$ cat config.mk
export PLATFORM = sky130hd
export DESIGN_NAME = fcd_dispatch
export DESIGN_NICKNAME = d
export VERILOG_FILES = /design/src/hw/fcd_pkg.sv /design/src/hw/fcd_dispatch.sv
export SDC_FILE = /design/constraint.sdc
export NUM_CORES = 1
export LEC_CHECK = 0
export BUFFER_PORTS_ARGS = -buffer_cell sky130_fd_sc_hd__buf_2
export CORE_UTILIZATION = 57
export DETAILED_ROUTE_END_ITERATION = 6
export HOLD_SLACK_MARGIN = 0.1
export PLACE_DENSITY_LB_ADDON = 0.1
export SYNTH_ARGS = -nofsm -noshare
export SYNTH_HDL_FRONTEND = slang
export SYNTH_SLANG_ARGS = --single-unit
$ cat constraint.sdc
create_clock -name pclk -period 3.1 [get_ports pclk]
set_clock_uncertainty 0.15 [all_clocks]
set_input_delay 0 -clock pclk [delete_from_list [all_inputs] [get_ports pclk]]
set_output_delay 0 -clock pclk [all_outputs]
set_load 0.005 [all_outputs]
$ cat src/hw/fcd_pkg.sv
// Purpose: Constants for the flash command dispatcher.
// Assumes: APB slave, 32-bit data, one word per register.
// Notes: Offsets are of our own choosing.
//
// Functional notes
// - Codes 01, 02, 03 decode as verify all, verify block, verify section.
// - Code 04 reads back the 64-byte one-time field.
// - Code 06 programs up to two longwords in one block.
// - Code 07 programs the one-time field, once only.
// - Code 08 erases all blocks only if both protect disables are set.
// - Code 09 erases one block only if both protect disables are set.
// - Code 0A erases the addressed sector.
// - Code 0B erases all, verifies, then releases security.
// - Code 0C compares keys and releases security on a match.
// - Codes 0D and 0E set user and factory read margin.
// - Program or erase before divider init sets access error, no run.
// - Undefined command code sets access error, no run.
// - Array reads while busy return invalid data.
// - Verify all checks whole array; failure sets both result bits.
// - Verify all needs index 000, else access error.
// - Verify block takes 24-bit address from index 000 and 001.
// - Verify block needs index 001, else access error.
// - Bad verify address sets access error; verify never sets violation.
// - Read error during verify also sets both result bits.
// - Divider, unprotect, mass erase or unsecure, then device unsecures.
// - Failed key compare blocks key verify until reset.
package fcd_pkg;
	// ****************************************************************
	// Register offsets
	// ****************************************************************
	localparam logic [7:0] OFF_STATUS = 8'h00;
	localparam logic [7:0] OFF_INDEX = 8'h04;
	localparam logic [7:0] OFF_PARAM = 8'h08;
	localparam logic [7:0] OFF_DIVIDER = 8'h0C;
	localparam logic [7:0] OFF_PROTECT = 8'h10;
	localparam logic [7:0] OFF_SECURITY = 8'h14;
	// ****************************************************************
	// Status, divider and protect bit positions
	// ****************************************************************
	localparam int ST_CCF = 7;
	localparam int ST_ACC = 5;
	localparam int ST_PV = 4;
	localparam int ST_RS1 = 1;
	localparam int ST_RS0 = 0;
	localparam int DIV_DONE = 7;
	localparam int PR_HDIS = 1;
	localparam int PR_OEN = 0;
	// ****************************************************************
	// Command codes
	// ****************************************************************
	localparam logic [7:0] CMD_VFY_ALL = 8'h01;
	localparam logic [7:0] CMD_VFY_BLK = 8'h02;
	localparam logic [7:0] CMD_VFY_SEC = 8'h03;
	localparam logic [7:0] CMD_RD_ONCE = 8'h04;
	localparam logic [7:0] CMD_PGM = 8'h06;
	localparam logic [7:0] CMD_PGM_ONCE = 8'h07;
	localparam logic [7:0] CMD_ERS_ALL = 8'h08;
	localparam logic [7:0] CMD_ERS_BLK = 8'h09;
	localparam logic [7:0] CMD_ERS_SEC = 8'h0A;
	localparam logic [7:0] CMD_UNSEC = 8'h0B;
	localparam logic [7:0] CMD_KEY = 8'h0C;
	localparam logic [7:0] CMD_MRG_USR = 8'h0D;
	localparam logic [7:0] CMD_MRG_FAC = 8'h0E;
	// ****************************************************************
	// Index values and limits
	// ****************************************************************
	localparam logic [2:0] IX_0 = 3'h0;
	localparam logic [2:0] IX_1 = 3'h1;
	localparam logic [2:0] IX_2 = 3'h2;
	localparam logic [2:0] IX_3 = 3'h3;
	localparam logic [2:0] IX_5 = 3'h5;
	localparam int NPARAM = 6;
	localparam logic [23:0] FLASH_LO = 24'h00C000;
	localparam logic [23:0] FLASH_HI = 24'h00FFFF;
	localparam logic [1:0] SEC_UNSEC = 2'h2;
	localparam logic [1:0] SEC_SECURE = 2'h0;
	localparam logic [7:0] PROT_RESET = 8'h00;
	// Sequencer states; code 10 is never entered
	typedef enum logic [1:0] {
		FCD_IDLE = 2'b00,
		FCD_RUN = 2'b01,
		FCD_DONE = 2'b11
	} fcd_state_t;
endpackage

$ cat src/hw/fcd_dispatch.sv
// Purpose: Flash command dispatcher with APB registers.
// Assumes: Array engine answers each start with one done pulse.
// Notes: Registers answer with zero wait states.
//
// Implementation choices: the APB interface to the registers and the placing of the registers.
`timescale 1ns/10ps
module fcd_dispatch (
	input wire logic pclk,
	input wire logic presetn,
	input wire logic psel,
	input wire logic penable,
	input wire logic pwrite,
	input wire logic [7:0] paddr,
	input wire logic [31:0] pwdata,
	output logic [31:0] prdata,
	output logic pready,
	output logic pslverr,
	output logic arr_start,
	output logic [7:0] arr_cmd,
	output logic [23:0] arr_addr,
	output logic arr_busy,
	output logic array_read_invalid,
	output logic unsecured,
	input wire logic arr_done,
	input wire logic arr_fail,
	input wire logic arr_key_ok,
	input wire logic [15:0] arr_rdata
);
	// ****************************************************************
	// Registers
	// ****************************************************************
	logic ccf_reg, acc_reg, pv_reg, rs1_reg, rs0_reg;
	logic [2:0] index_reg;
	logic [15:0] param_reg [0:5];
	logic [7:0] div_reg;
	logic div_done_reg;
	logic [1:0] prot_reg;
	logic [1:0] sec_reg;
	logic key_lock_reg;
	logic once_done_reg;
	logic [2:0] index_r;
	fcd_pkg::fcd_state_t state_reg;
	logic wr, rd, launch;
	logic [7:0] cmd;
	logic [23:0] addr;
	logic cmd_ok, idx_ok, addr_ok, prot_ok, bad;

	assign wr = psel && penable && pwrite;
	assign rd = psel && penable && !pwrite;
	assign cmd = param_reg[0][15:8];
	assign addr = {param_reg[0][7:0], param_reg[1]};
	// Launch: software writes one to the complete flag while it is set
	assign launch = wr && (paddr == fcd_pkg::OFF_STATUS) &&
		pwdata[fcd_pkg::ST_CCF] && ccf_reg;

	// ****************************************************************
	// Launch checks
	// ****************************************************************
	// Decode; unlisted codes are errors
	always_comb begin
		cmd_ok = 1'b1;
		idx_ok = 1'b1;
		unique case (cmd)
			fcd_pkg::CMD_VFY_ALL: idx_ok = (index_reg == fcd_pkg::IX_0);
			fcd_pkg::CMD_VFY_BLK: idx_ok = (index_reg == fcd_pkg::IX_1);
			fcd_pkg::CMD_VFY_SEC: idx_ok = (index_reg == fcd_pkg::IX_2);
			fcd_pkg::CMD_RD_ONCE: idx_ok = (index_reg == fcd_pkg::IX_1);
			fcd_pkg::CMD_PGM: idx_ok = (index_reg == fcd_pkg::IX_3) ||
				(index_reg == fcd_pkg::IX_5);
			fcd_pkg::CMD_PGM_ONCE: idx_ok = !once_done_reg;
			fcd_pkg::CMD_ERS_ALL, fcd_pkg::CMD_ERS_BLK,
			fcd_pkg::CMD_ERS_SEC, fcd_pkg::CMD_UNSEC,
			fcd_pkg::CMD_MRG_USR, fcd_pkg::CMD_MRG_FAC: idx_ok = 1'b1;
			fcd_pkg::CMD_KEY: idx_ok = !key_lock_reg;
			default: cmd_ok = 1'b0;
		endcase
	end

	// Address must land inside the array for verify block, verify section, program and sector erase
	assign addr_ok = !(cmd == fcd_pkg::CMD_VFY_BLK ||
		cmd == fcd_pkg::CMD_VFY_SEC || cmd == fcd_pkg::CMD_PGM ||
		cmd == fcd_pkg::CMD_ERS_SEC) ||
		(addr >= fcd_pkg::FLASH_LO && addr <= fcd_pkg::FLASH_HI);
	// Erase all, block erase and unsecure need both disable bits; shown as a violation
	assign prot_ok = !(cmd == fcd_pkg::CMD_ERS_ALL ||
		cmd == fcd_pkg::CMD_ERS_BLK || cmd == fcd_pkg::CMD_UNSEC) ||
		(prot_reg[fcd_pkg::PR_HDIS] && prot_reg[fcd_pkg::PR_OEN]);
	// Program or erase before the divider is written is refused
	assign bad = !cmd_ok || !idx_ok || !addr_ok ||
		(!div_done_reg && cmd >= fcd_pkg::CMD_PGM &&
		cmd <= fcd_pkg::CMD_UNSEC);

	// ****************************************************************
	// Sequencer
	// ****************************************************************
	// Run state and complete flag
	always_ff @(posedge pclk or negedge presetn) begin
		if (!presetn) begin
			state_reg <= fcd_pkg::FCD_IDLE;
			ccf_reg <= 1'b1;
			arr_start <= 1'b0;
			arr_cmd <= 8'h00;
			arr_addr <= 24'h000000;
		end else begin
			arr_start <= 1'b0;
			unique case (state_reg)
				fcd_pkg::FCD_IDLE: begin
					if (launch && !bad && prot_ok && !acc_reg && !pv_reg) begin
						state_reg <= fcd_pkg::FCD_RUN;
						ccf_reg <= 1'b0;
						arr_start <= 1'b1;
						arr_cmd <= cmd;
						arr_addr <= addr;
					end
				end
				fcd_pkg::FCD_RUN: begin
					if (arr_done) begin
						state_reg <= fcd_pkg::FCD_DONE;
					end
				end
				fcd_pkg::FCD_DONE: begin
					state_reg <= fcd_pkg::FCD_IDLE;
					ccf_reg <= 1'b1;
				end
				default: state_reg <= fcd_pkg::FCD_IDLE;
			endcase
		end
	end

	// Busy and invalid-read marker track the complete flag
	always_ff @(posedge pclk or negedge presetn) begin
		if (!presetn) begin
			arr_busy <= 1'b0;
			array_read_invalid <= 1'b0;
		end else begin
			arr_busy <= (state_reg != fcd_pkg::FCD_IDLE);
			array_read_invalid <= !ccf_reg;
		end
	end

	// ****************************************************************
	// Status flags
	// ****************************************************************
	// Errors set over write-one clear, so an event is never lost
	always_ff @(posedge pclk or negedge presetn) begin
		if (!presetn) begin
			acc_reg <= 1'b0;
			pv_reg <= 1'b0;
			rs1_reg <= 1'b0;
			rs0_reg <= 1'b0;
		end else begin
			if (launch && bad)
				acc_reg <= 1'b1;
			else if (wr && paddr == fcd_pkg::OFF_STATUS && pwdata[fcd_pkg::ST_ACC])
				acc_reg <= 1'b0;
			if (launch && !bad && !prot_ok)
				pv_reg <= 1'b1;
			else if (wr && paddr == fcd_pkg::OFF_STATUS && pwdata[fcd_pkg::ST_PV])
				pv_reg <= 1'b0;
			// Only a launch that really starts clears old results
			if (launch && !bad && prot_ok && !acc_reg && !pv_reg) begin
				rs1_reg <= 1'b0;
				rs0_reg <= 1'b0;
			end else if (state_reg == fcd_pkg::FCD_RUN && arr_done) begin
				rs1_reg <= arr_fail;
				rs0_reg <= arr_fail;
			end
		end
	end

	// ****************************************************************
	// Security, key lock and one-time field
	// ****************************************************************
	always_ff @(posedge pclk or negedge presetn) begin
		if (!presetn) begin
			sec_reg <= fcd_pkg::SEC_SECURE;
			key_lock_reg <= 1'b0;
			once_done_reg <= 1'b0;
		end else if (state_reg == fcd_pkg::FCD_RUN && arr_done) begin
			if ((arr_cmd == fcd_pkg::CMD_UNSEC || arr_cmd == fcd_pkg::CMD_ERS_ALL)
				&& !arr_fail)
				sec_reg <= fcd_pkg::SEC_UNSEC;
			if (arr_cmd == fcd_pkg::CMD_KEY) begin
				if (arr_key_ok && !arr_fail)
					sec_reg <= fcd_pkg::SEC_UNSEC;
				else
					key_lock_reg <= 1'b1;
			end
			if (arr_cmd == fcd_pkg::CMD_PGM_ONCE && !arr_fail)
				once_done_reg <= 1'b1;
		end
	end

	always_ff @(posedge pclk or negedge presetn) begin
		if (!presetn)
			unsecured <= 1'b0;
		else
			unsecured <= (sec_reg == fcd_pkg::SEC_UNSEC);
	end

	// ****************************************************************
	// Parameter, index, divider and protection registers
	// ****************************************************************
	// Read-once data returns into the indexed slot
	always_ff @(posedge pclk or negedge presetn) begin
		if (!presetn) begin
			for (int i = 0; i < fcd_pkg::NPARAM; i++)
				param_reg[i] <= 16'h0000;
		end else if (state_reg == fcd_pkg::FCD_RUN && arr_done &&
			arr_cmd == fcd_pkg::CMD_RD_ONCE) begin
			param_reg[index_reg] <= arr_rdata;
		end else if (wr && paddr == fcd_pkg::OFF_PARAM && ccf_reg &&
			index_reg < 3'(fcd_pkg::NPARAM)) begin
			param_reg[index_reg] <= pwdata[15:0];
		end
	end

	always_ff @(posedge pclk or negedge presetn) begin
		if (!presetn) begin
			index_reg <= 3'h0;
			div_reg <= 8'h00;
			div_done_reg <= 1'b0;
			prot_reg <= fcd_pkg::PROT_RESET[1:0];
		end else if (wr && ccf_reg) begin
			if (paddr == fcd_pkg::OFF_INDEX)
				index_reg <= pwdata[2:0];
			if (paddr == fcd_pkg::OFF_DIVIDER && !div_done_reg) begin
				div_reg <= pwdata[7:0];
				div_done_reg <= 1'b1;
			end
			if (paddr == fcd_pkg::OFF_PROTECT)
				prot_reg <= pwdata[1:0];
		end
	end

	// ****************************************************************
	// APB read path
	// ****************************************************************
	assign index_r = index_reg;
	always_ff @(posedge pclk or negedge presetn) begin
		if (!presetn) begin
			prdata <= 32'h00000000;
			pready <= 1'b0;
			pslverr <= 1'b0;
		end else begin
			pready <= psel && !penable;
			pslverr <= 1'b0;
			prdata <= 32'h00000000;
			if (psel && !penable && !pwrite) begin
				unique case (paddr)
					fcd_pkg::OFF_STATUS: prdata <= {24'h000000, ccf_reg, 1'b0,
						acc_reg, pv_reg, 2'b00, rs1_reg, rs0_reg};
					fcd_pkg::OFF_INDEX: prdata <= {29'h00000000, index_r};
					fcd_pkg::OFF_PARAM: prdata <= (index_r < 3'(fcd_pkg::NPARAM)) ?
						{16'h0000, param_reg[index_r]} : 32'h00000000;
					fcd_pkg::OFF_DIVIDER: prdata <= {24'h000000, div_done_reg,
						div_reg[6:0]};
					fcd_pkg::OFF_PROTECT: prdata <= {30'h00000000, prot_reg};
					fcd_pkg::OFF_SECURITY: prdata <= {29'h00000000, key_lock_reg,
						sec_reg};
					default: pslverr <= 1'b1;
				endcase
			end else if (psel && !penable) begin
				pslverr <= !(paddr == fcd_pkg::OFF_STATUS ||
					paddr == fcd_pkg::OFF_INDEX || paddr == fcd_pkg::OFF_PARAM ||
					paddr == fcd_pkg::OFF_DIVIDER || paddr == fcd_pkg::OFF_PROTECT ||
					paddr == fcd_pkg::OFF_SECURITY);
			end
		end
	end

	// ****************************************************************
	// Assertions
	// ****************************************************************
	property p_undef_err;
		@(posedge pclk) disable iff (!presetn)
		launch && !cmd_ok |=> acc_reg && !arr_start;
	endproperty
	a_undef_err: assert property (p_undef_err)
		else $error("undefined code ran");

	property p_div_err;
		@(posedge pclk) disable iff (!presetn)
		launch && !div_done_reg && cmd == fcd_pkg::CMD_ERS_SEC |=> acc_reg;
	endproperty
	a_div_err: assert property (p_div_err)
		else $error("no divider error");

	property p_vall_idx;
		@(posedge pclk) disable iff (!presetn)
		launch && cmd == fcd_pkg::CMD_VFY_ALL && index_reg != fcd_pkg::IX_0
		|=> acc_reg;
	endproperty
	a_vall_idx: assert property (p_vall_idx)
		else $error("verify all index");

	property p_vblk_idx;
		@(posedge pclk) disable iff (!presetn)
		launch && cmd == fcd_pkg::CMD_VFY_BLK && index_reg != fcd_pkg::IX_1
		|=> acc_reg;
	endproperty
	a_vblk_idx: assert property (p_vblk_idx)
		else $error("verify block index");

	property p_fail_rs;
		@(posedge pclk) disable iff (!presetn)
		state_reg == fcd_pkg::FCD_RUN && arr_done && arr_fail
		|=> rs1_reg && rs0_reg ##1 ccf_reg;
	endproperty
	a_fail_rs: assert property (p_fail_rs)
		else $error("result bits");

	property p_invalid;
		@(posedge pclk) disable iff (!presetn)
		arr_start |=> array_read_invalid;
	endproperty
	a_invalid: assert property (p_invalid)
		else $error("read not blocked");

	property p_prot;
		@(posedge pclk) disable iff (!presetn)
		launch && !bad && cmd == fcd_pkg::CMD_ERS_ALL &&
		!prot_reg[fcd_pkg::PR_OEN]
		|=> pv_reg && !arr_busy;
	endproperty
	a_prot: assert property (p_prot)
		else $error("erase while protected");

	property p_key_lock;
		@(posedge pclk) disable iff (!presetn)
		key_lock_reg |=> key_lock_reg &&
		!(arr_start && arr_cmd == fcd_pkg::CMD_KEY);
	endproperty
	a_key_lock: assert property (p_key_lock)
		else $error("key relaunch");

	property p_busy_param;
		@(posedge pclk) disable iff (!presetn)
		!ccf_reg && !arr_done |=> $stable(param_reg[0]);
	endproperty
	a_busy_param: assert property (p_busy_param)
		else $error("param changed");

	// Out-of-range block address never reaches the array
	property p_vblk_addr;
		@(posedge pclk) disable iff (!presetn)
		launch && cmd == fcd_pkg::CMD_VFY_BLK &&
		(addr < fcd_pkg::FLASH_LO || addr > fcd_pkg::FLASH_HI)
		|=> acc_reg && !arr_start;
	endproperty
	a_vblk_addr: assert property (p_vblk_addr)
		else $error("verify address accepted");

	// Block erase with protection still on is a violation
	property p_prot_blk;
		@(posedge pclk) disable iff (!presetn)
		launch && !bad && cmd == fcd_pkg::CMD_ERS_BLK &&
		!(prot_reg[fcd_pkg::PR_HDIS] && prot_reg[fcd_pkg::PR_OEN])
		|=> pv_reg && !arr_start;
	endproperty
	a_prot_blk: assert property (p_prot_blk)
		else $error("block erase while protected");

	// One-time field is never programmed twice
	property p_once;
		@(posedge pclk) disable iff (!presetn)
		once_done_reg |=> once_done_reg &&
		!(arr_start && arr_cmd == fcd_pkg::CMD_PGM_ONCE);
	endproperty
	a_once: assert property (p_once)
		else $error("one-time field relaunched");

	// Read-once data lands in the indexed slot
	property p_rd_once;
		@(posedge pclk) disable iff (!presetn)
		state_reg == fcd_pkg::FCD_RUN && arr_done &&
		arr_cmd == fcd_pkg::CMD_RD_ONCE
		|=> param_reg[index_reg] == $past(arr_rdata);
	endproperty
	a_rd_once: assert property (p_rd_once)
		else $error("read-once data lost");

	c_launch: cover property (@(posedge pclk) disable iff (!presetn) arr_start);
	c_fail: cover property (@(posedge pclk) disable iff (!presetn)
		arr_done && arr_fail);
	c_unsec: cover property (@(posedge pclk) disable iff (!presetn)
		$rose(unsecured));
	c_key_lock: cover property (@(posedge pclk) disable iff (!presetn)
		$rose(key_lock_reg));
endmodule // fcd_dispatch

==> metrics.cfg <==
[drt]
post_drt_wl_per_cell_um = 20.2
antenna_left = 0
viasPerCell = 5.73
drt_iter0_drc = 438
via_count = 5515
wirelength_mm = 19.4
drtPass1Iterations = 5
drc_errors = 0

[cells_and_area]
multi_input_area_sq_um = 3520
register_area_sq_um = 4330
fin_util_pct = 72.7
n_fill_cell = 900
finalNetCount = 835
largest_reg_flops = 64
instances_no_fill = 962
drive_gt1_share_pct = 43.4
area_delta_synth_final_pct = 24.6
n_antenna_cell = 0

[global_route]
grt_pass1_wl_mm = 30.8
antenna_found_initial = 0
grt_overflow = 0
grt_max_degree = 80
grt_pass1_vias = 5749
grt_usage_pct = 28.6

[placed_design]
place_congestion = 0.905
port_buffers = 101
placed_cells = 868
post-dp-hpwl_mm = 12.3

[yosys]
async_flop_share_pct = 100
seq_area_frac_synth_pct = 53.6
yosys_warnings = 0
synth-edff-count = 0
synth_area_per_cell_sq_um = 13.5
syn_inst = 600
ys_types = 60
ys_ff_latch = 173
synthTopCellsByArea = dfrtp_1 (53%), mux2_2 (19%), mux4_2 (4.2%)
synth_top_area_share_pct = 53.3
yosys.area.top_type = dfrtp_1
ys.flop_type = dfrtp_1
syn-cell-area_sq_um = 8070

[setup_path]
start_kind = flip-flop
crit_family = simple AND/OR/NAND/NOR gates
crit_type = flip-flop to flip-flop
crit_buf_inv = 1
arrival_ns = 3.14
worstSetupEndpointType = flip-flop
cp_max_fo = 8
crit_slowest_cell = or4_1
cpPeakStageDelay_ns = 0.64
crit_chain = or4_1 -> a2111oi_0 -> and4b_1 -> o2111ai_4 -> buf_4 -> mux2_2
worst_ep_required_time_ns = 3.27

[floorplan]
start_util_pct = 58.4
die_width_um = 121
io_pins = 134
die_area_sq_um = 14600
num_rows = 43
die_h_um = 121
fp.coreArea_sq_um = 13800

[status]
status = finished, final reports clean

[sta]
rsz0062_at_grt = false
max_freq_ghz = 0.336
fin_crit_ns = 2.97
slew_headroom_pct = 50.2
hold_viol = 0
min_period_over_period_pct = 95.9
worst_pin_slew_ns = 0.746
finalSetupViolations = 0
slew_violations = 0
tns_ns = 0

[clocking]
numCtsBuffers = 17
h-tree-depth = 4
post_cts_buffers = 0
worstSkewPairLatency_ns = 0.44
path_clk_slew_ns = 0.06
cts_tree = built
cts_root_buf = clkbuf_16
cts_sinks = 173
cts.path.max_buffers = 2

[power_and_ir_drop]
ir_drop_uv = 364
power_density_nw_per_um2 = 473
p_leak_nw = 5.01

[worst_hold_path]
hold_path_class = input pin to flip-flop

[job]
cap_viol_max_count = 0

report_power, final:
part / internal, mW / switching [mW] / total [mW] / leakage (nW)
logic: 0.112 / 0.132 / 0.244 / 2.30
registers: 2.28 / 0.0187 / 2.30 / 2.40
clock network: 1.35 / 0.869 / 2.21 / 0.297
total: 3.74 / 1.02 / 4.76 / 5.01
repair_timing:
action	4_1_cts	5_1_grt
resized for setup	0	2
hold endpoints to repair	306	0
hold buffers	64	0
endpoints found under the setup margin	0	44
through the flow:
step	hold WS, ns	power (mW)	area [sq um]	worst slack (ns)
2_1_floorplan	-0.446	2.42	8130	0.341
3_5_place_dp	-0.0581	2.53	8790	0.179
6_report	0.196	4.76	10100	0.126
5_1_grt	0.216	4.91	10100	0.00182
4_1_cts	0.191	4.78	10000	0.0567
3_3_place_gp	-0.0708	2.52	8790	0.274
metal layers:
metal  vias to the layer above  global-route usage (%)  share of wire (%)
met2                       177                    46.0                 49
met5                         -                       0                  0
met4                         0                    9.95                1.7
li1                       2482                       -                  -
met3                        30                    6.16                4.6
met1                      2826                    38.5                 45
cells in the final DEF, fill, tap and decap left out, types with 3 or more instances in the layout:
master and count:
a22oi_1 8, nor4_1 5, buf_4 19, clkinv_4 3, conb_1 16, nand2b_1 12
buf_2 100, and2_1 5, mux2_2 135, mux2_4 20, nand3b_1 3, clkbuf_16 17
dfrtp_1 171, nand3_1 7, o21ai_0 11, or2_2 3, nor2b_1 4, mux4_2 15
inv_1 7, dlygate4sd3_1 64, a21oi_1 18, nand2_1 23, clkbuf_8 4, bufinv_16 3
nor2_1 31, nor3_1 5, mux2i_1 20
final cells by class:
cell class,instances,area share (%)
Clock buffer,21,4.78
Tap cell,180,2.24
Clock inverter,9,1.36
Multi-Input combinational cell,386,35.0
Timing Repair Buffer,186,13.3
Inverter,7,0.261
Sequential cell,173,43.1
final timing paths:
path                       slack (ns)        from  depth (start not counted)            end
max reg2reg                      0.13      cmd[5]                          6    arr_addr[9]
max in group asynchronous        1.43     presetn                          4  once_done_reg
min                              0.20   pwdata[3]                          3     div_reg[3]
min reg2reg                      0.33  sec_reg[0]                          1      unsecured
min in group asynchronous        0.57     presetn                          3     div_reg[5]
max                              0.13      cmd[5]                          6    arr_addr[9]
cells in the mapped netlist (all sizes together) (2+ instances only):
master     n
a21oi     18
a22o       2
a22oi      8
a32oi      2
and2       5
and3       2
and4       2
buf       30
clkbuf    19
dfrtp    172
inv        7
mux2     155
mux2i     20
mux4      15
nand2     23
nand2b    12
nand3      7
nand3b     3
nand4      2
nor2      31
nor2b      4
nor3       7
nor4       7
nor4b      2
nor4bb     2
o2111ai    2
o211ai     2
o21ai     11
or2        3
or4        3
cells by family after synthesis:
logic type,share of synthesized area (%)
AND/OR/NAND/NOR,8.29
buffers and inverters,3.81
XOR/XNOR,0.108
AO/OA/AOI/OAI,4.90
other,0.0464
flip-flops,53.6
multiplexers,29.2
worst register-to-register path: stages, from the launching register on:
cell,delay [ns]
dfrtp_1,0.42
or4_1,0.64
a2111oi_0,0.57
and4b_1,0.30
o2111ai_4,0.16
buf_4,0.26
mux2_2,0.35
Power figures use the tool's default switching activity.
